`src/hdl/port_j_pkg.sv`:
```
// Constants for the port J override block: register map, field places,
// reset values, pin and segment mapping.
// Assumes a 32-bit AXI4-Lite register bus with five address bits.
// ----------------------------------------------------------------
// Behaviour
// - Port bits 6..0 feed pin-change sources 30 down to 24.
// - Bits 6..2 drive segments 27..31, bit 1 segment 34, bit 0 segment 35.
// - LCD enable set forces every pin's pull-up off, ignoring port data.
// - LCD enable set forces direction to zero, output driver off.
// - Input-enable override only when mask, group enable, LCD enable, pin mode all set.
// - Each pin's analog path connects to its LCD segment driver output.
// ----------------------------------------------------------------
package port_j_pkg;
    localparam int          NPINS      = 7;
    localparam int          ADDR_W     = 5;
    localparam int          SRC_LO     = 24;
    localparam int          SRC_HI     = 30;
    localparam int          SEGMENT_LO = 27;
    localparam int          SEGMENT_HI = 35;
    // Segment number served by each port bit, index is the bit
    localparam int          SEGMENT_OF_BIT [NPINS] = '{35, 34, 31, 30, 29, 28, 27};
    // Register offsets
    localparam logic [4:0]  CTRL_ADDR  = 5'h00;
    localparam logic [4:0]  MASK_ADDR  = 5'h04;
    localparam logic [4:0]  STAT_ADDR  = 5'h08;
    // Control fields
    localparam int          CTRL_LCD_EN = 0;
    localparam int          CTRL_PMODE = 1;
    localparam int          CTRL_GRPEN = 2;
    localparam logic [2:0]  CTRL_RST   = 3'h0;
    localparam logic [6:0]  MASK_RST   = 7'h00;
    // Status fields
    localparam int          STAT_DIE_LO = 0;
    localparam int          STAT_PIN_LO = 8;
    localparam int          STAT_OVR    = 16;
    // Fixed override values
    localparam logic        PU_OVR_VAL  = 1'b0;
    localparam logic        DIR_OVR_VAL = 1'b0;
    localparam logic        PV_OVR_EN   = 1'b0;
    localparam logic        PV_OVR_VAL  = 1'b0;
    localparam logic        IE_OVR_VAL  = 1'b0;
    // Bus responses
    localparam logic [1:0]  RESP_OKAY  = 2'h0;
    localparam logic [1:0]  RESP_SLVERR = 2'h2;
endpackage : port_j_pkg

```
`src/hdl/port_j_cfg_if.sv`:
```
// Interface between the register slave and the override core.
// Assumes both ends run on the same clock.
`timescale 1ns/1ps
`default_nettype none
interface port_j_cfg_if;
    logic        lcd_enable_bit;
    logic        lcd_pin_mode_bit;
    logic        pin_change_group_enable;
    logic [6:0]  pin_change_mask;
    logic [31:0] status;

    modport regs (output lcd_enable_bit, lcd_pin_mode_bit, pin_change_group_enable,
                  output pin_change_mask, input status);
    modport core (input lcd_enable_bit, lcd_pin_mode_bit, pin_change_group_enable,
                  input pin_change_mask, output status);
endinterface : port_j_cfg_if
`default_nettype wire

```
`src/hdl/port_j_regs.sv`:
```
// AXI4-Lite slave holding control and mask, returning core status.
// Assumes one outstanding write and one outstanding read from the master.
`timescale 1ns/1ps
`default_nettype none
module port_j_regs (
    input  wire logic        aclk,
    input  wire logic        aresetn,
    input  wire logic [4:0]  awaddr,
    input  wire logic        awvalid,
    output logic             awready,
    input  wire logic [31:0] wdata,
    input  wire logic [3:0]  wstrb,
    input  wire logic        wvalid,
    output logic             wready,
    output logic [1:0]       bresp,
    output logic             bvalid,
    input  wire logic        bready,
    input  wire logic [4:0]  araddr,
    input  wire logic        arvalid,
    output logic             arready,
    output logic [31:0]      rdata,
    output logic [1:0]       rresp,
    output logic             rvalid,
    input  wire logic        rready,
    port_j_cfg_if.regs       cfg
);
    logic [2:0]  ctrl;
    logic [2:0]  next_ctrl;
    logic [6:0]  mask;
    logic [6:0]  next_mask;
    logic        next_bvalid;
    logic [1:0]  next_bresp;
    logic        next_rvalid;
    logic [1:0]  next_rresp;
    logic [31:0] next_rdata;
    logic        wr_go;
    logic        rd_go;

    // Address and data are taken together; a lone one waits for its mate
    assign awready = awvalid && wvalid && !bvalid;
    assign wready  = awready;
    assign wr_go   = awready;
    assign arready = !rvalid;
    assign rd_go   = arvalid && arready;

    // ----------------------------------------------------------------
    // Write and read next-state
    // ----------------------------------------------------------------
    always_comb begin
        next_ctrl   = ctrl;
        next_mask   = mask;
        next_bvalid = bvalid && !bready;
        next_bresp  = bresp;
        next_rvalid = rvalid && !rready;
        next_rresp  = rresp;
        next_rdata  = rdata;
        if (wr_go) begin
            next_bvalid = 1'b1;
            next_bresp  = port_j_pkg::RESP_OKAY;
            case (awaddr)
                port_j_pkg::CTRL_ADDR: if (wstrb[0]) next_ctrl = wdata[2:0];
                port_j_pkg::MASK_ADDR: if (wstrb[0]) next_mask = wdata[6:0];
                port_j_pkg::STAT_ADDR: next_bresp = port_j_pkg::RESP_OKAY; // Read-only, write dropped
                default:               next_bresp = port_j_pkg::RESP_SLVERR;
            endcase
        end
        if (rd_go) begin
            next_rvalid = 1'b1;
            next_rresp  = port_j_pkg::RESP_OKAY;
            case (araddr)
                port_j_pkg::CTRL_ADDR: next_rdata = {29'h0, ctrl};
                port_j_pkg::MASK_ADDR: next_rdata = {25'h0, mask};
                port_j_pkg::STAT_ADDR: next_rdata = cfg.status;
                default: begin
                    next_rdata = 32'h0;
                    next_rresp = port_j_pkg::RESP_SLVERR;
                end
            endcase
        end
    end

    always_ff @(posedge aclk) begin
        if (!aresetn) begin
            ctrl   <= port_j_pkg::CTRL_RST;
            mask   <= port_j_pkg::MASK_RST;
            bvalid <= 1'b0;
            bresp  <= port_j_pkg::RESP_OKAY;
            rvalid <= 1'b0;
            rresp  <= port_j_pkg::RESP_OKAY;
            rdata  <= 32'h0;
        end else begin
            ctrl   <= next_ctrl;
            mask   <= next_mask;
            bvalid <= next_bvalid;
            bresp  <= next_bresp;
            rvalid <= next_rvalid;
            rresp  <= next_rresp;
            rdata  <= next_rdata;
        end
    end

    assign cfg.lcd_enable_bit          = ctrl[port_j_pkg::CTRL_LCD_EN];
    assign cfg.lcd_pin_mode_bit        = ctrl[port_j_pkg::CTRL_PMODE];
    assign cfg.pin_change_group_enable = ctrl[port_j_pkg::CTRL_GRPEN];
    assign cfg.pin_change_mask         = mask;
endmodule : port_j_regs
`default_nettype wire

```
`src/hdl/port_j_lcd_pinchange_override.sv`:
```
// Port J alternate-function override: pin-change sources and LCD segments
// on seven pins, with the pad controls taken over while the LCD runs.
// Assumes port data and direction come from logic on aclk, pads and pin
// inputs are asynchronous, and the LCD controller drives segments on aclk.
`timescale 1ns/1ps
`default_nettype none
module port_j_lcd_pinchange_override (
    input  wire logic        aclk,
    input  wire logic        aresetn,
    // AXI4-Lite slave
    input  wire logic [4:0]  s_axi_awaddr,
    input  wire logic        s_axi_awvalid,
    output logic             s_axi_awready,
    input  wire logic [31:0] s_axi_wdata,
    input  wire logic [3:0]  s_axi_wstrb,
    input  wire logic        s_axi_wvalid,
    output logic             s_axi_wready,
    output logic [1:0]       s_axi_bresp,
    output logic             s_axi_bvalid,
    input  wire logic        s_axi_bready,
    input  wire logic [4:0]  s_axi_araddr,
    input  wire logic        s_axi_arvalid,
    output logic             s_axi_arready,
    output logic [31:0]      s_axi_rdata,
    output logic [1:0]       s_axi_rresp,
    output logic             s_axi_rvalid,
    input  wire logic        s_axi_rready,
    // Ordinary port registers
    input  wire logic [6:0]  port_data,
    input  wire logic [6:0]  port_dir,
    // Pads
    input  wire logic [6:0]  pin_in,
    output logic [6:0]       pin_out,
    output logic [6:0]       pin_oe_n,
    output logic [6:0]       pullup_on,
    // LCD controller front-plane drive, indexed by segment number
    input  wire logic [35:27] lcd_segment_drive,
    output logic [6:0]       analog_pin_path,
    // Pin-change interrupt logic
    output logic [30:24]     pin_change_src,
    // Override signals as seen by the port logic
    output logic             pullup_override_enable,
    output logic             direction_override_enable,
    output logic             port_value_override_enable,
    output logic [6:0]       input_enable_override_enable
);

    // ----------------------------------------------------------------
    // Register slave
    // ----------------------------------------------------------------
    port_j_cfg_if cfg ();

    port_j_regs u_regs (
        .aclk    (aclk),
        .aresetn (aresetn),
        .awaddr  (s_axi_awaddr),
        .awvalid (s_axi_awvalid),
        .awready (s_axi_awready),
        .wdata   (s_axi_wdata),
        .wstrb   (s_axi_wstrb),
        .wvalid  (s_axi_wvalid),
        .wready  (s_axi_wready),
        .bresp   (s_axi_bresp),
        .bvalid  (s_axi_bvalid),
        .bready  (s_axi_bready),
        .araddr  (s_axi_araddr),
        .arvalid (s_axi_arvalid),
        .arready (s_axi_arready),
        .rdata   (s_axi_rdata),
        .rresp   (s_axi_rresp),
        .rvalid  (s_axi_rvalid),
        .rready  (s_axi_rready),
        .cfg     (cfg)
    );

    // ----------------------------------------------------------------
    // Pin input synchroniser
    // ----------------------------------------------------------------
    logic [6:0] pin_meta;
    logic [6:0] pin_sync;
    logic [6:0] next_pin_meta;
    logic [6:0] next_pin_sync;

    // Two stages; only the second stage feeds any logic
    always_comb begin
        next_pin_meta = pin_in;
        next_pin_sync = pin_meta;
    end

    always_ff @(posedge aclk) begin
        if (!aresetn) begin
            pin_meta <= 7'h00;
            pin_sync <= 7'h00;
        end else begin
            pin_meta <= next_pin_meta;
            pin_sync <= next_pin_sync;
        end
    end

    // ----------------------------------------------------------------
    // Override terms
    // ----------------------------------------------------------------
    logic       lcd_on;
    logic [6:0] die_ovr;
    logic [6:0] segment_sel;

    assign lcd_on = cfg.lcd_enable_bit;

    // Per-bit input-enable override and segment pick
    generate
        for (genvar i = 0; i < port_j_pkg::NPINS; i++) begin : g_bit
            // All four conditions must hold; any one clear releases the input
            assign die_ovr[i] = cfg.pin_change_mask[i] &
                                cfg.pin_change_group_enable &
                                lcd_on &
                                cfg.lcd_pin_mode_bit;
            assign segment_sel[i] = lcd_segment_drive[port_j_pkg::SEGMENT_OF_BIT[i]];
        end
    endgenerate

    // ----------------------------------------------------------------
    // Next pad and override values
    // ----------------------------------------------------------------
    logic [6:0]  next_pin_out;
    logic [6:0]  next_pin_oe_n;
    logic [6:0]  next_pullup_on;
    logic [6:0]  next_analog;
    logic [6:0]  next_src;
    logic        next_pu_ovr_en;
    logic        next_dir_ovr_en;
    logic        next_pv_ovr_en;
    logic [6:0]  next_ie_ovr_en;
    logic [6:0]  dir_eff;
    logic [31:0] next_status;
    logic [31:0] status;

    // Everything is registered once, so pads lag the controls by a cycle;
    // this keeps data outputs glitch-free at the cost of one cycle.
    always_comb begin
        next_pu_ovr_en  = lcd_on;
        next_dir_ovr_en = lcd_on;
        next_pv_ovr_en  = port_j_pkg::PV_OVR_EN;
        next_ie_ovr_en  = die_ovr;
        // With LCD off, pull-up is on for an input pin with its data bit set
        next_pullup_on = lcd_on ? {7{port_j_pkg::PU_OVR_VAL}}
                                : (port_data & ~port_dir);
        dir_eff        = lcd_on ? {7{port_j_pkg::DIR_OVR_VAL}} : port_dir;
        next_pin_oe_n  = ~dir_eff;
        // Value override stays off, so the data register always drives
        next_pin_out   = port_j_pkg::PV_OVR_EN ? {7{port_j_pkg::PV_OVR_VAL}} : port_data;
        next_analog    = segment_sel;
        // An overridden input enable forces the sampled level to its value
        next_src       = (die_ovr & {7{port_j_pkg::IE_OVR_VAL}}) |
                         (~die_ovr & pin_sync);
        next_status    = 32'h0;
        next_status[port_j_pkg::STAT_DIE_LO +: 7] = die_ovr;
        next_status[port_j_pkg::STAT_PIN_LO +: 7] = pin_sync;
        next_status[port_j_pkg::STAT_OVR]         = lcd_on;
    end

    always_ff @(posedge aclk) begin
        if (!aresetn) begin
            pin_out                      <= 7'h00;
            pin_oe_n                     <= 7'h7f;
            pullup_on                    <= 7'h00;
            analog_pin_path              <= 7'h00;
            pin_change_src               <= 7'h00;
            pullup_override_enable       <= 1'b0;
            direction_override_enable    <= 1'b0;
            port_value_override_enable   <= 1'b0;
            input_enable_override_enable <= 7'h00;
            status                       <= 32'h0;
        end else begin
            pin_out                      <= next_pin_out;
            pin_oe_n                     <= next_pin_oe_n;
            pullup_on                    <= next_pullup_on;
            analog_pin_path              <= next_analog;
            pin_change_src               <= next_src;
            pullup_override_enable       <= next_pu_ovr_en;
            direction_override_enable    <= next_dir_ovr_en;
            port_value_override_enable   <= next_pv_ovr_en;
            input_enable_override_enable <= next_ie_ovr_en;
            status                       <= next_status;
        end
    end

    assign cfg.status = status;

    // ----------------------------------------------------------------
    // Assertions
    // ----------------------------------------------------------------
    // Source 30 follows bit 6, source 24 follows bit 0, when not overridden
    a_src_map_top: assert property (@(posedge aclk) disable iff (!aresetn)
        !die_ovr[6] |=> (pin_change_src[30] == $past(pin_sync[6])))
        else $error("pin-change source 30 does not follow bit 6");

    a_src_map_low: assert property (@(posedge aclk) disable iff (!aresetn)
        !die_ovr[0] |=> (pin_change_src[24] == $past(pin_sync[0])))
        else $error("pin-change source 24 does not follow bit 0");

    a_seg_map: assert property (@(posedge aclk) disable iff (!aresetn)
        aresetn |=> (analog_pin_path[1] == $past(lcd_segment_drive[34])) &&
            (analog_pin_path[2] == $past(lcd_segment_drive[31])) &&
            (analog_pin_path[6] == $past(lcd_segment_drive[27])))
        else $error("segment to bit mapping wrong");

    a_pullup_off: assert property (@(posedge aclk) disable iff (!aresetn)
        lcd_on ##1 lcd_on |=> (pullup_on == 7'h00) && pullup_override_enable)
        else $error("pull-up on while LCD enabled");

    a_driver_off: assert property (@(posedge aclk) disable iff (!aresetn)
        $rose(lcd_on) |=> (pin_oe_n == 7'h7f) && direction_override_enable)
        else $error("output driver on while LCD enabled");

    a_die_and: assert property (@(posedge aclk) disable iff (!aresetn)
        (cfg.pin_change_mask[3] && cfg.pin_change_group_enable && lcd_on
         && cfg.lcd_pin_mode_bit) |=> input_enable_override_enable[3]
        ##0 !pin_change_src[27])
        else $error("input-enable override missing with all conditions set");

    a_die_clear: assert property (@(posedge aclk) disable iff (!aresetn)
        !cfg.lcd_pin_mode_bit |=> (input_enable_override_enable == 7'h00))
        else $error("input-enable override set with pin mode clear");

    a_analog_path: assert property (@(posedge aclk) disable iff (!aresetn)
        aresetn && $past(aresetn) && $changed(lcd_segment_drive[35])
        |=> (analog_pin_path[0] != $past(analog_pin_path[0])))
        else $error("analog path does not track segment 35");

    // The release edge itself is skipped: outputs then still hold reset values
    a_port_follow: assert property (@(posedge aclk) disable iff (!aresetn)
        aresetn && !lcd_on |=> (pin_oe_n == ~$past(port_dir)) && (pin_out == $past(port_data))
        && !port_value_override_enable
        && (pullup_on == ($past(port_data) & ~$past(port_dir))))
        else $error("port registers not in control with LCD off");

endmodule : port_j_lcd_pinchange_override
`default_nettype wire

```
`config.mk`:
```
export PLATFORM = sky130hd
export DESIGN_NAME = port_j_lcd_pinchange_override
export DESIGN_NICKNAME = d
export VERILOG_FILES = /design/src/hdl/port_j_pkg.sv /design/src/hdl/port_j_cfg_if.sv /design/src/hdl/port_j_regs.sv /design/src/hdl/port_j_lcd_pinchange_override.sv
export SDC_FILE = /design/constraint.sdc
export NUM_CORES = 1
export LEC_CHECK = 0
export BUFFER_PORTS_ARGS = -buffer_cell sky130_fd_sc_hd__buf_2
export CAP_MARGIN = 30
export CORE_ASPECT_RATIO = 0.6
export CORE_MARGIN = 10
export CORE_UTILIZATION = 48
export DETAILED_ROUTE_END_ITERATION = 10
export PLACE_DENSITY = 0.95
export SYNTH_ARGS = -nofsm -noshare
export SYNTH_HDL_FRONTEND = slang
export SYNTH_SLANG_ARGS = --single-unit
```
`constraint.sdc`:
```
create_clock -name aclk -period 4.7 [get_ports aclk]
set_input_delay 0.47 -clock aclk [delete_from_list [all_inputs] [get_ports aclk]]
set_output_delay 0.47 -clock aclk [all_outputs]
set_load 0.01 [all_outputs]
```
==> results_dict.tcl, run 1 <==
set metrics [dict create \
    maxCapViolCount 0 \
    rrSetupSlack_ns 2.91 \
    io_buffers 118 \
    synth_seq_area_share_pct 57.3 \
    grt_pass1_wl_um 12900 \
    cts_buffers 9 \
    routed_wl_um 8120 \
    grt_remaining_overflow 0 \
    crit_fanout 15 \
    crit_slowest_cell "nor2b_1" \
    clk_path_buf_depth 2 \
    cpPeakStageDelay_ns 0.80 \
    path_cells "nor2b_1, and4_1, a32o_1" \
    largest_register_ffs 15 \
    hold_violations 0 \
    drtPass1Iterations 4 \
    hpwlAfterDp_um 6190 \
    hold_depth 2 \
    cp-startpoint "u_regs.rvalid$_SDFF_PN0_" \
    die_y_um 83.7 \
    rows 23 \
    worst_setup_path_end_kind "flop" \
    reg.largest.list "u_regs.rdata: 15 flops, cfg.status: 8 flops" \
    dieArea_um2 10600 \
    min_from "port_dir[3]" \
    outcome "finished, final reports clean" \
    min_to "pullup_on[3]$_SDFF_PP0_" \
    post_drt_wl_per_cell_um 16.1 \
    power_mw 1.65 \
    first_iter_violations 126 \
    ir_worst_vdd_uv 258 \
    post-route-min-period_ns 1.79 \
    max-slew-margin-rel_pct 32.1 \
    cts-root-buf "clkbuf_16" \
    yosysWarnings 0 \
    grt_setup_unrepaired "no" \
    antenna_found_initial 0 \
    min_path_type "input pin to flop" \
    drive_gt1_share_pct 32.8 \
    die_w_um 126 \
    path_class "flop to flop" \
    final-seq-area_um2 1860 \
    cts_setup_buffers 0 \
    netlist_area_um2 3250 \
    ant_nets 0 \
    finClkSkew_ns 0.00552 \
    p_leak_nw 1.99 \
    synthCells 309 \
    synth_top_area_share_pct 57.3 \
    avgSynthCellArea_um2 10.5 \
    area_growth_pct 24.6 \
    cts.htree.levels 3 \
    max_freq_mhz 558 \
    synth-seq-cells 93 \
    multi_input_area_um2 1160 \
    reg2reg_from "u_regs.rvalid$_SDFF_PN0_" \
    boundaryPins 169 \
    route.detailed.drc 0 \
    num-fill-cells 575 \
    slew_violations 0 \
    cts_tree "done" \
    finalSetupViolCount 0 \
    hold_buffers 0 \
    grt_max_degree 57 \
    critPathRequiredTime_ns 4.98 \
    top_register "u_regs.rdata" \
    utilization_pct 61.2 \
    reg2reg_depth 3 \
    max_slew.worst_pin.slew_ns 1.02 \
    path_clk_slew_ns 0.06 \
    finalSetupTns_ns 0 \
    clock_latency_ns 0.34 \
    period_share_pct 38.1 \
    yosysTopAreaCell "dfxtp_1" \
    clkSinkCount 93 \
    via_per_inst 4.81 \
    synth.distinct_cells 31 \
    yosys-top-cells-area "dfxtp_1, and2_1, buf_4" \
    r2r_end "u_regs.rdata[1]$_SDFFE_PN0P_" \
    diodes 0 \
    core_area_um2 6620 \
    grt_pass1_vias 2487 \
    worstPathArrival_ns 2.07 \
    start_util_pct 49.1 \
    num-nets-final 496 \
    gp_congestion 0.797 \
    vias 2430 \
    grtUsageTotal_pct 15.1 \
    ctsResizeCount 0 \
    cp-start-kind "flop" \
    power_density_nw_per_um2 407 \
]
## per-layer routing
metal  routed length, um  GRT usage, %
met5                   0             0
met4                 128          5.56
met3                 722          7.30
met2                3900          24.2
met1                3370          17.1
## critical path: cells and delay by family (launching register included)
family	cells	cell delay (ns)
compound gates	1	0.17
simple gates	2	1.21
flops	1	0.35
## synthesized netlist by cell type
cell and n:
o211a_1 2, buf_6 1, o21ai_0 1, a32o_1 3
and2_1 35, nand2b_1 2, or4_1 1, or3_1 1
nor2b_1 4, buf_1 2, nand2_1 39, clkbuf_1 14
buf_4 29, and4_1 1, a2111oi_0 1, and3b_1 8
o211ai_1 4, and3b_2 1, mux2i_1 13, nor3_1 2
nand4_1 8, a21boi_0 19, and3_1 8, conb_1 1
a31oi_1 1, inv_1 3, o21a_1 1, nor3b_1 7
nand4b_1 1, dfxtp_1 93, o2bb2ai_1 3
## cells by family (layout without fill, tap and decap cells)
| family | count (synthesis) | in the layout | share of synthesized area (%) |
|---|---|---|---|
| AO/OA/AOI/OAI | 35 | 35 | 8.51 |
| buffers and inverters | 49 | 139 | 9.24 |
| flip-flops | 93 | 93 | 57.3 |
| multiplexers | 13 | 13 | 4.00 |
| other | 1 | 20 | 0.115 |
| AND/OR/NAND/NOR | 118 | 118 | 20.8 |
## through the flow
step                      instance area (um^2)  std cells  worst slack, ns  hold slack (ns)
after detailed placement                  3750        489             2.67            0.419
after floorplan                           3320        328             3.03            0.412
after CTS                                 4050        505             2.92            0.286
after global routing                      4050        505             2.78            0.285
final                                     4050        505             2.91            0.302
after global placement                    3750        489             2.77            0.419
## how the worst max path moves through the flow
stage / slack [ns] / to
2_1_floorplan: 3.03 / u_regs.cfg.pin_change_mask[0]$_SDFFE_PN0P_
3_3_place_gp: 2.77 / u_regs.rdata[2]$_SDFFE_PN0P_
3_5_place_dp: 2.67 / u_regs.rdata[1]$_SDFFE_PN0P_
4_1_cts: 2.92 / u_regs.rdata[1]$_SDFFE_PN0P_
5_1_grt: 2.78 / u_regs.rdata[1]$_SDFFE_PN0P_
6_report: 2.91 / u_regs.rdata[1]$_SDFFE_PN0P_
## layout by cell type, fill, tap and decap left out, drive strengths merged
| cell type | count |
|---|---|
| a2111oi | 1 |
| a21boi | 19 |
| a31oi | 1 |
| a32o | 3 |
| and2 | 35 |
| and3 | 8 |
| and3b | 9 |
| and4 | 1 |
| buf | 120 |
| bufinv | 1 |
| clkbuf | 10 |
| clkinv | 2 |
| clkinvlp | 3 |
| conb | 20 |
| dfxtp | 93 |
| inv | 3 |
| mux2i | 13 |
| nand2 | 39 |
| nand2b | 2 |
| nand4 | 8 |
| nand4b | 1 |
| nor2b | 4 |
| nor3 | 2 |
| nor3b | 7 |
| o211a | 2 |
| o211ai | 4 |
| o21a | 1 |
| o21ai | 1 |
| o2bb2ai | 3 |
| or3 | 1 |
| or4 | 1 |
## layout make-up
type,instances,share of cell area (%)
Clock buffer,10,5.90
Clock inverter,6,1.55
Multi-Input combinational cell,186,28.6
Timing Repair Buffer,120,15.0
Sequential cell,93,46.0
Inverter,3,0.278
Tap cell,87,2.69
## power by group
| part | total, mW | internal (mW) | switching, mW |
|---|---|---|---|
| clock | 0.720 | 0.424 | 0.295 |
| sequential | 0.818 | 0.812 | 0.00656 |
| combinational | 0.108 | 0.0447 | 0.0632 |
Power figures use the tool's default switching activity.
==> run 2, diff against run 1 <==
--- a/config.mk
+++ b/config.mk
@@ -5,13 +5,14 @@
 export SDC_FILE = /design/constraint.sdc
 export NUM_CORES = 1
 export LEC_CHECK = 0
+export ABC_AREA = 1
 export BUFFER_PORTS_ARGS = -buffer_cell sky130_fd_sc_hd__buf_2
 export CAP_MARGIN = 30
 export CORE_ASPECT_RATIO = 0.6
 export CORE_MARGIN = 10
-export CORE_UTILIZATION = 48
+export CORE_UTILIZATION = 40
 export DETAILED_ROUTE_END_ITERATION = 10
-export PLACE_DENSITY = 0.95
+export PLACE_DENSITY = 0.87
 export SYNTH_ARGS = -nofsm -noshare
 export SYNTH_HDL_FRONTEND = slang
 export SYNTH_SLANG_ARGS = --single-unit
==> constraint.sdc (replaced) <==
create_clock -name aclk -period 1.5 [get_ports aclk]
set_input_delay 0.15 -clock aclk [delete_from_list [all_inputs] [get_ports aclk]]
set_output_delay 0.15 -clock aclk [all_outputs]
set_load 0.01 [all_outputs]
==> run 2 against run 1 <==
Flip-flop and latch count did not move. Final area rose by 5.3%. Clock skew rose by 0.0013 ns. Register-to-register slack got worse by 2.8 ns. Core utilization fell by 7.5 points. Setup slack got worse by 2.8 ns. Critical path depth did not move. Die area rose by 17%. Cell count rose by 22%.
==> results_dict.tcl, run 2 <==
set metrics [dict create \
    outcome "finished, final reports clean" \
    seqPwrFrac_pct 50.0 \
    cts-root-buf "clkbuf_16" \
    die_y_um 90.4 \
    period_share_pct 89.6 \
    final_common_cell "buf_2" \
    vias 2689 \
    clock_latency_ns 0.33 \
    cp-start-kind "flop" \
    grt_pass1_vias 2748 \
    top_register "u_regs.rdata" \
    max_freq_mhz 744 \
    maxCapViolCount 0 \
    ctsResizeCount 0 \
    finalSetupViolCount 0 \
    combPwrFrac_pct 8.3 \
    num-fill-cells 739 \
    layout_common_cells "buf_2, dfxtp_1, nand2_1" \
    yosysTopAreaCell "dfxtp_1" \
    post-route-min-period_ns 1.34 \
    rows 25 \
    max_slew.worst_pin.slew_ns 0.576 \
    power_density_nw_per_um2 1210 \
    first_iter_violations 149 \
    synth_most_common_cell "dfxtp_1" \
    switching_share_pct 21.7 \
    crit_fanout 14 \
    ir_worst_vdd_uv 630 \
    dp_slack_ns 0.191 \
    antenna_found_initial 0 \
    path_cells "nand3_1, nor2_1, nor2_1" \
    crit_slowest_cell "nand3_1" \
    reg.largest.list "u_regs.rdata: 15 flops, cfg.status: 8 flops" \
    avgSynthCellArea_um2 8.66 \
    synthCells 381 \
    hold_violations 0 \
    io_buffers 118 \
    cts_buffers 9 \
    p_sw_mw 1.12 \
    grt_max_degree 27 \
    ant_nets 0 \
    synth_seq_area_share_pct 56.4 \
    power_mw 5.17 \
    cp_top_family "simple AND/OR/NAND/NOR gates" \
    p_leak_nw 2.24 \
    diodes 0 \
    dpl.cell_count 588 \
    drtPass1Iterations 4 \
    final_area_um2 4260 \
    path_clk_slew_ns 0.06 \
    hold_buffers 15 \
    core_area_um2 7950 \
    cpMostUsedCell "nor2_1" \
    stdcell_count 617 \
    max-slew-margin-rel_pct 61.5 \
    slew_violations 0 \
    critPathRequiredTime_ns 1.72 \
    finClkSkew_ns 0.00679 \
    netlist_area_um2 3300 \
    area_growth_pct 29.1 \
    critPathBufInv 0 \
    die_w_um 137 \
    synth_flop_cell "dfxtp_1" \
    num-nets-final 589 \
    yosysWarnings 0 \
    worstPathArrival_ns 1.57 \
    drive_gt1_share_pct 30.5 \
    dieArea_um2 12400 \
    holdWs_ns 0.00615 \
    fin_ws_ns 0.156 \
    route.detailed.drc 0 \
    cts_tree "done" \
    intPower_mw 4.05 \
    via_per_inst 4.36 \
    cts_setup_buffers 0 \
    yosys-top-cells-area "dfxtp_1, nand2_1, buf_4" \
    min_path_type "input pin to flop" \
    finalSetupTns_ns 0 \
    grtUsageTotal_pct 14.2 \
    boundaryPins 169 \
    gp_congestion 0.860 \
    clk_path_buf_depth 2 \
    synth_edf_count 0 \
    async_flop_share_pct 0 \
    grt_setup_unrepaired "no" \
    clkPwrFrac_pct 41.7 \
    synth-seq-cells 93 \
    synth_top_area_share_pct 56.4 \
    synth_common_cells "dfxtp_1, nand2_1, inv_1" \
    grt_remaining_overflow 0 \
    worst_setup_path_end_kind "flop" \
    place_area_um2 3830 \
    start_util_pct 41.5 \
    cts.htree.levels 3 \
    post_drt_wl_per_cell_um 14.5 \
    largest_register_ffs 15 \
    routed_wl_um 8970 \
    cpPeakStageDelay_ns 0.46 \
    path_class "flop to flop" \
    synth.distinct_cells 29 \
    hpwlAfterDp_um 6970 \
    utilization_pct 53.6 \
    clkSinkCount 93 \
    grt_pass1_wl_um 13900 \
]
## run 2: changes by cell type after synthesis, moves of 19 or more
cell,before,now
nor2_1,0,20
a21boi_0,19,0
nand2_1,39,76
inv_1,3,50
and2_1,35,0
a21oi_1,0,24
## run 2: per-layer routing
metal	track usage, %	share of wire (%)	wire length (um)	up-vias
met3	5.72	8.5	761	15
met4	5.42	2.2	201	0
li1	-	-	-	1389
met5	0	0	0	-
met1	16.0	40	3620	1190
met2	23.5	49	4380	95
## run 2: final timing paths
path / start / to / slack (ns) / cells past startpoint
worst min register to register: next_pin_sync[6]$_SDFF_PN0_ / pin_sync[6]$_SDFF_PN0_ / 0.41 / 2
worst max register to register: u_regs.ctrl[0]$_SDFFE_PN0P_ / pin_change_src[30]$_SDFF_PN0_ / 0.16 / 3
worst min-delay path: lcd_segment_drive[30] / analog_pin_path[3]$_SDFF_PN0_ / 0.006 / 3
worst max-delay path: u_regs.ctrl[0]$_SDFFE_PN0P_ / pin_change_src[30]$_SDFF_PN0_ / 0.16 / 3
## run 2: logic make-up (layout without fill, tap and decap cells)
| kind of cell | Yosys count | in the layout | share of synthesized area [%] |
|---|---|---|---|
| other | 1 | 20 | 0.114 |
| AO/OA/AOI/OAI | 49 | 49 | 8.07 |
| AND/OR/NAND/NOR | 140 | 140 | 19.7 |
| buffers and inverters | 98 | 207 | 15.7 |
| flip-flops | 93 | 93 | 56.4 |
## run 2: power by group through the flow
| stage | combinational [mW] | sequential [mW] | clock, mW |
|---|---|---|---|
| CTS | 0.432 | 2.59 | 2.21 |
| finish | 0.430 | 2.59 | 2.16 |
| global route | 0.479 | 2.59 | 2.32 |
| detailed placement | 0.400 | 2.64 | 0 |
| global placement | 0.387 | 2.64 | 0 |
| floorplan | 0.222 | 2.67 | 0 |
## run 2: worst reg2reg max path, cell delays in order, from the launching register on
cell     delay (ns)
dfxtp_1        0.45
nand3_1        0.46
nor2_1         0.26
nor2_1         0.06
## run 2: cell type report
type	count	area, um^2	share of cell area [%]
timing repair buffer	139	786	18.4
multi-input combinational	209	993	23.3
clock buffer	12	246	5.79
clock inverter	2	35.0	0.822
inverter	54	203	4.76
sequential	93	1860	43.7
tap	108	135	3.17
==> run 3, diff against run 2 <==
--- a/config.mk
+++ b/config.mk
@@ -10,9 +10,10 @@
 export CAP_MARGIN = 30
 export CORE_ASPECT_RATIO = 0.6
 export CORE_MARGIN = 10
-export CORE_UTILIZATION = 40
+export CORE_UTILIZATION = 35
 export DETAILED_ROUTE_END_ITERATION = 10
-export PLACE_DENSITY = 0.87
+export PLACE_DENSITY = 0.79
+export RECOVER_POWER = 100
 export SYNTH_ARGS = -nofsm -noshare
 export SYNTH_HDL_FRONTEND = slang
 export SYNTH_SLANG_ARGS = --single-unit
==> run 3 against run 2 <==
Die area is 12% higher. Routed wire length decreased by 0.58%. Highest routed layer is now met5. Non-clock buffer count is 6 higher. Setup slack got worse by 0.023 ns. Total power grew 5.9%. Flip-flop and latch count stayed put. Clock skew increased by 0.00093 ns. Cell count increased by 4.9%. First-iteration DRC count decreased by 40%.
==> results_dict.tcl, run 3 (same netlist as run 2, synthesis figures left out) <==
set metrics [dict create \
    outcome "finished, final reports clean" \
    clock_latency_ns 0.34 \
    vias 2698 \
    cts-root-buf "clkbuf_16" \
    min_path_type "input pin to flop" \
    clk_path_buf_depth 2 \
    rows 27 \
    p_leak_nw 2.03 \
    crit_fanout 14 \
    finClkSkew_ns 0.00772 \
    grt_pass1_vias 2666 \
    grt_setup_unrepaired "no" \
    drtPass1Iterations 4 \
    clkSinkCount 93 \
    num-fill-cells 941 \
    path_class "flop to flop" \
    power_mw 5.48 \
    reg2reg_from "u_regs.bvalid$_SDFF_PN0_" \
    utilization_pct 46.8 \
    finalSetupViolCount 0 \
    grt_max_degree 27 \
    max_slew.worst_pin.slew_ns 0.754 \
    gp_congestion 0.818 \
    min_to "pin_out[3]$_SDFF_PN0_" \
    first_iter_violations 89 \
    reg2reg_depth 6 \
    fin_ws_ns 0.133 \
    cts.htree.levels 3 \
    via_per_inst 4.17 \
    area_growth_pct 30.2 \
    rrSetupSlack_ns 0.13 \
    cts_tree "done" \
    post-route-min-period_ns 1.37 \
    routed_wl_um 8920 \
    grt_remaining_overflow 0 \
    grtUsageTotal_pct 12.6 \
    final-seq-area_um2 1860 \
    final_common_cell "dfxtp_1" \
    ant_nets 0 \
    die_y_um 95.2 \
    power_density_nw_per_um2 1270 \
    layout_common_cells "dfxtp_1, nand2_1, clkbuf_1" \
    cts_setup_buffers 0 \
    dieArea_um2 13800 \
    num-nets-final 595 \
    worst_setup_path_end_kind "flop" \
    boundaryPins 169 \
    hpwlAfterDp_um 6860 \
    reg.largest.list "u_regs.rdata: 15 flops, cfg.status: 8 flops" \
    min_from "port_data[3]" \
    dp_slack_ns 0.189 \
    ir_worst_vdd_uv 562 \
    start_util_pct 35.9 \
    largest_register_ffs 15 \
    r2r_end "u_regs.cfg.pin_change_mask[0]$_SDFFE_PN0P_" \
    io_buffers 118 \
    cp-start-kind "flop" \
    drive_gt1_share_pct 16.4 \
    max-slew-margin-rel_pct 49.7 \
    max_freq_mhz 732 \
    grt_pass1_wl_um 13800 \
    diodes 0 \
    cts_buffers 9 \
    finalSetupTns_ns 0 \
    slew_violations 0 \
    die_w_um 145 \
    hold_violations 0 \
    core_area_um2 9190 \
    hold_depth 3 \
    top_register "u_regs.rdata" \
    path_clk_slew_ns 0.06 \
    critPathRequiredTime_ns 1.72 \
    holdWs_ns 0.0133 \
    worstPathArrival_ns 1.59 \
    period_share_pct 91.1 \
    post_drt_wl_per_cell_um 13.8 \
    multi_input_area_um2 980 \
    route.detailed.drc 0 \
    maxCapViolCount 0 \
    antenna_found_initial 1 \
]
-- run 3: stage by stage --
stage          std cells  cell area (um^2)
6_report             647              4300
5_1_grt              647              4300
4_1_cts              647              4400
3_5_place_dp         610              3860
3_3_place_gp         610              3860
2_1_floorplan        400              3370
-- run 3: how the worst max path moves through the flow --
stage / end / depth (start not counted) / slack [ns] / startpoint
after CTS: u_regs.cfg.pin_change_mask[0]$_SDFFE_PN0P_ / 6 / 0.17 / u_regs.bvalid$_SDFF_PN0_
after global placement: u_regs.cfg.pin_change_mask[0]$_SDFFE_PN0P_ / 6 / 0.25 / u_regs.bvalid$_SDFF_PN0_
after global routing: u_regs.cfg.pin_change_mask[0]$_SDFFE_PN0P_ / 6 / 0.04 / u_regs.bvalid$_SDFF_PN0_
after floorplan: u_regs.cfg.pin_change_mask[5]$_SDFFE_PN0P_ / 7 / 0.30 / u_regs.bvalid$_SDFF_PN0_
after detailed placement: u_regs.cfg.pin_change_mask[0]$_SDFFE_PN0P_ / 6 / 0.19 / u_regs.bvalid$_SDFF_PN0_
final: u_regs.cfg.pin_change_mask[0]$_SDFFE_PN0P_ / 6 / 0.13 / u_regs.bvalid$_SDFF_PN0_
-- run 3: repair_timing --
action	4_1_cts	5_1_grt
gates resized for setup	0	0
hold buffers	21	0
endpoints found under the hold margin	28	0
-- run 3: cell type report --
| class | instances | share of cell area, % |
|---|---|---|
| flip-flops and latches | 93 | 43.3 |
| repair buffers | 145 | 17.6 |
| clock buffers | 11 | 5.88 |
| multi-input cells | 209 | 22.8 |
| inverters | 54 | 4.72 |
| well taps | 130 | 3.78 |
| clock inverters | 5 | 1.89 |
-- run 3: worst max-delay path: stages, from the launching register on --
cell and delay, ns:
dfxtp_1 0.34, nor2_4 0.15, inv_1 0.12, nor2_8 0.12, nand2_2 0.18, o21ai_0 0.26
a21oi_1 0.07
-- run 3: report_power, final --
group	total (mW)	switching [mW]	internal [mW]
Sequential	2.59	0.0278	2.56
Combinational	0.420	0.258	0.162
Clock	2.47	0.918	1.55
-- run 3: per-layer routing --
| metal | up-vias | global-route usage, % | part of all wire [%] |
|---|---|---|---|
| met5 | - | 0 | 0.12 |
| met4 | 2 | 4.27 | 1.6 |
| met3 | 12 | 6.05 | 6.5 |
| met2 | 77 | 20.4 | 47 |
| met1 | 1207 | 14.7 | 45 |
| li1 | 1400 | - | - |
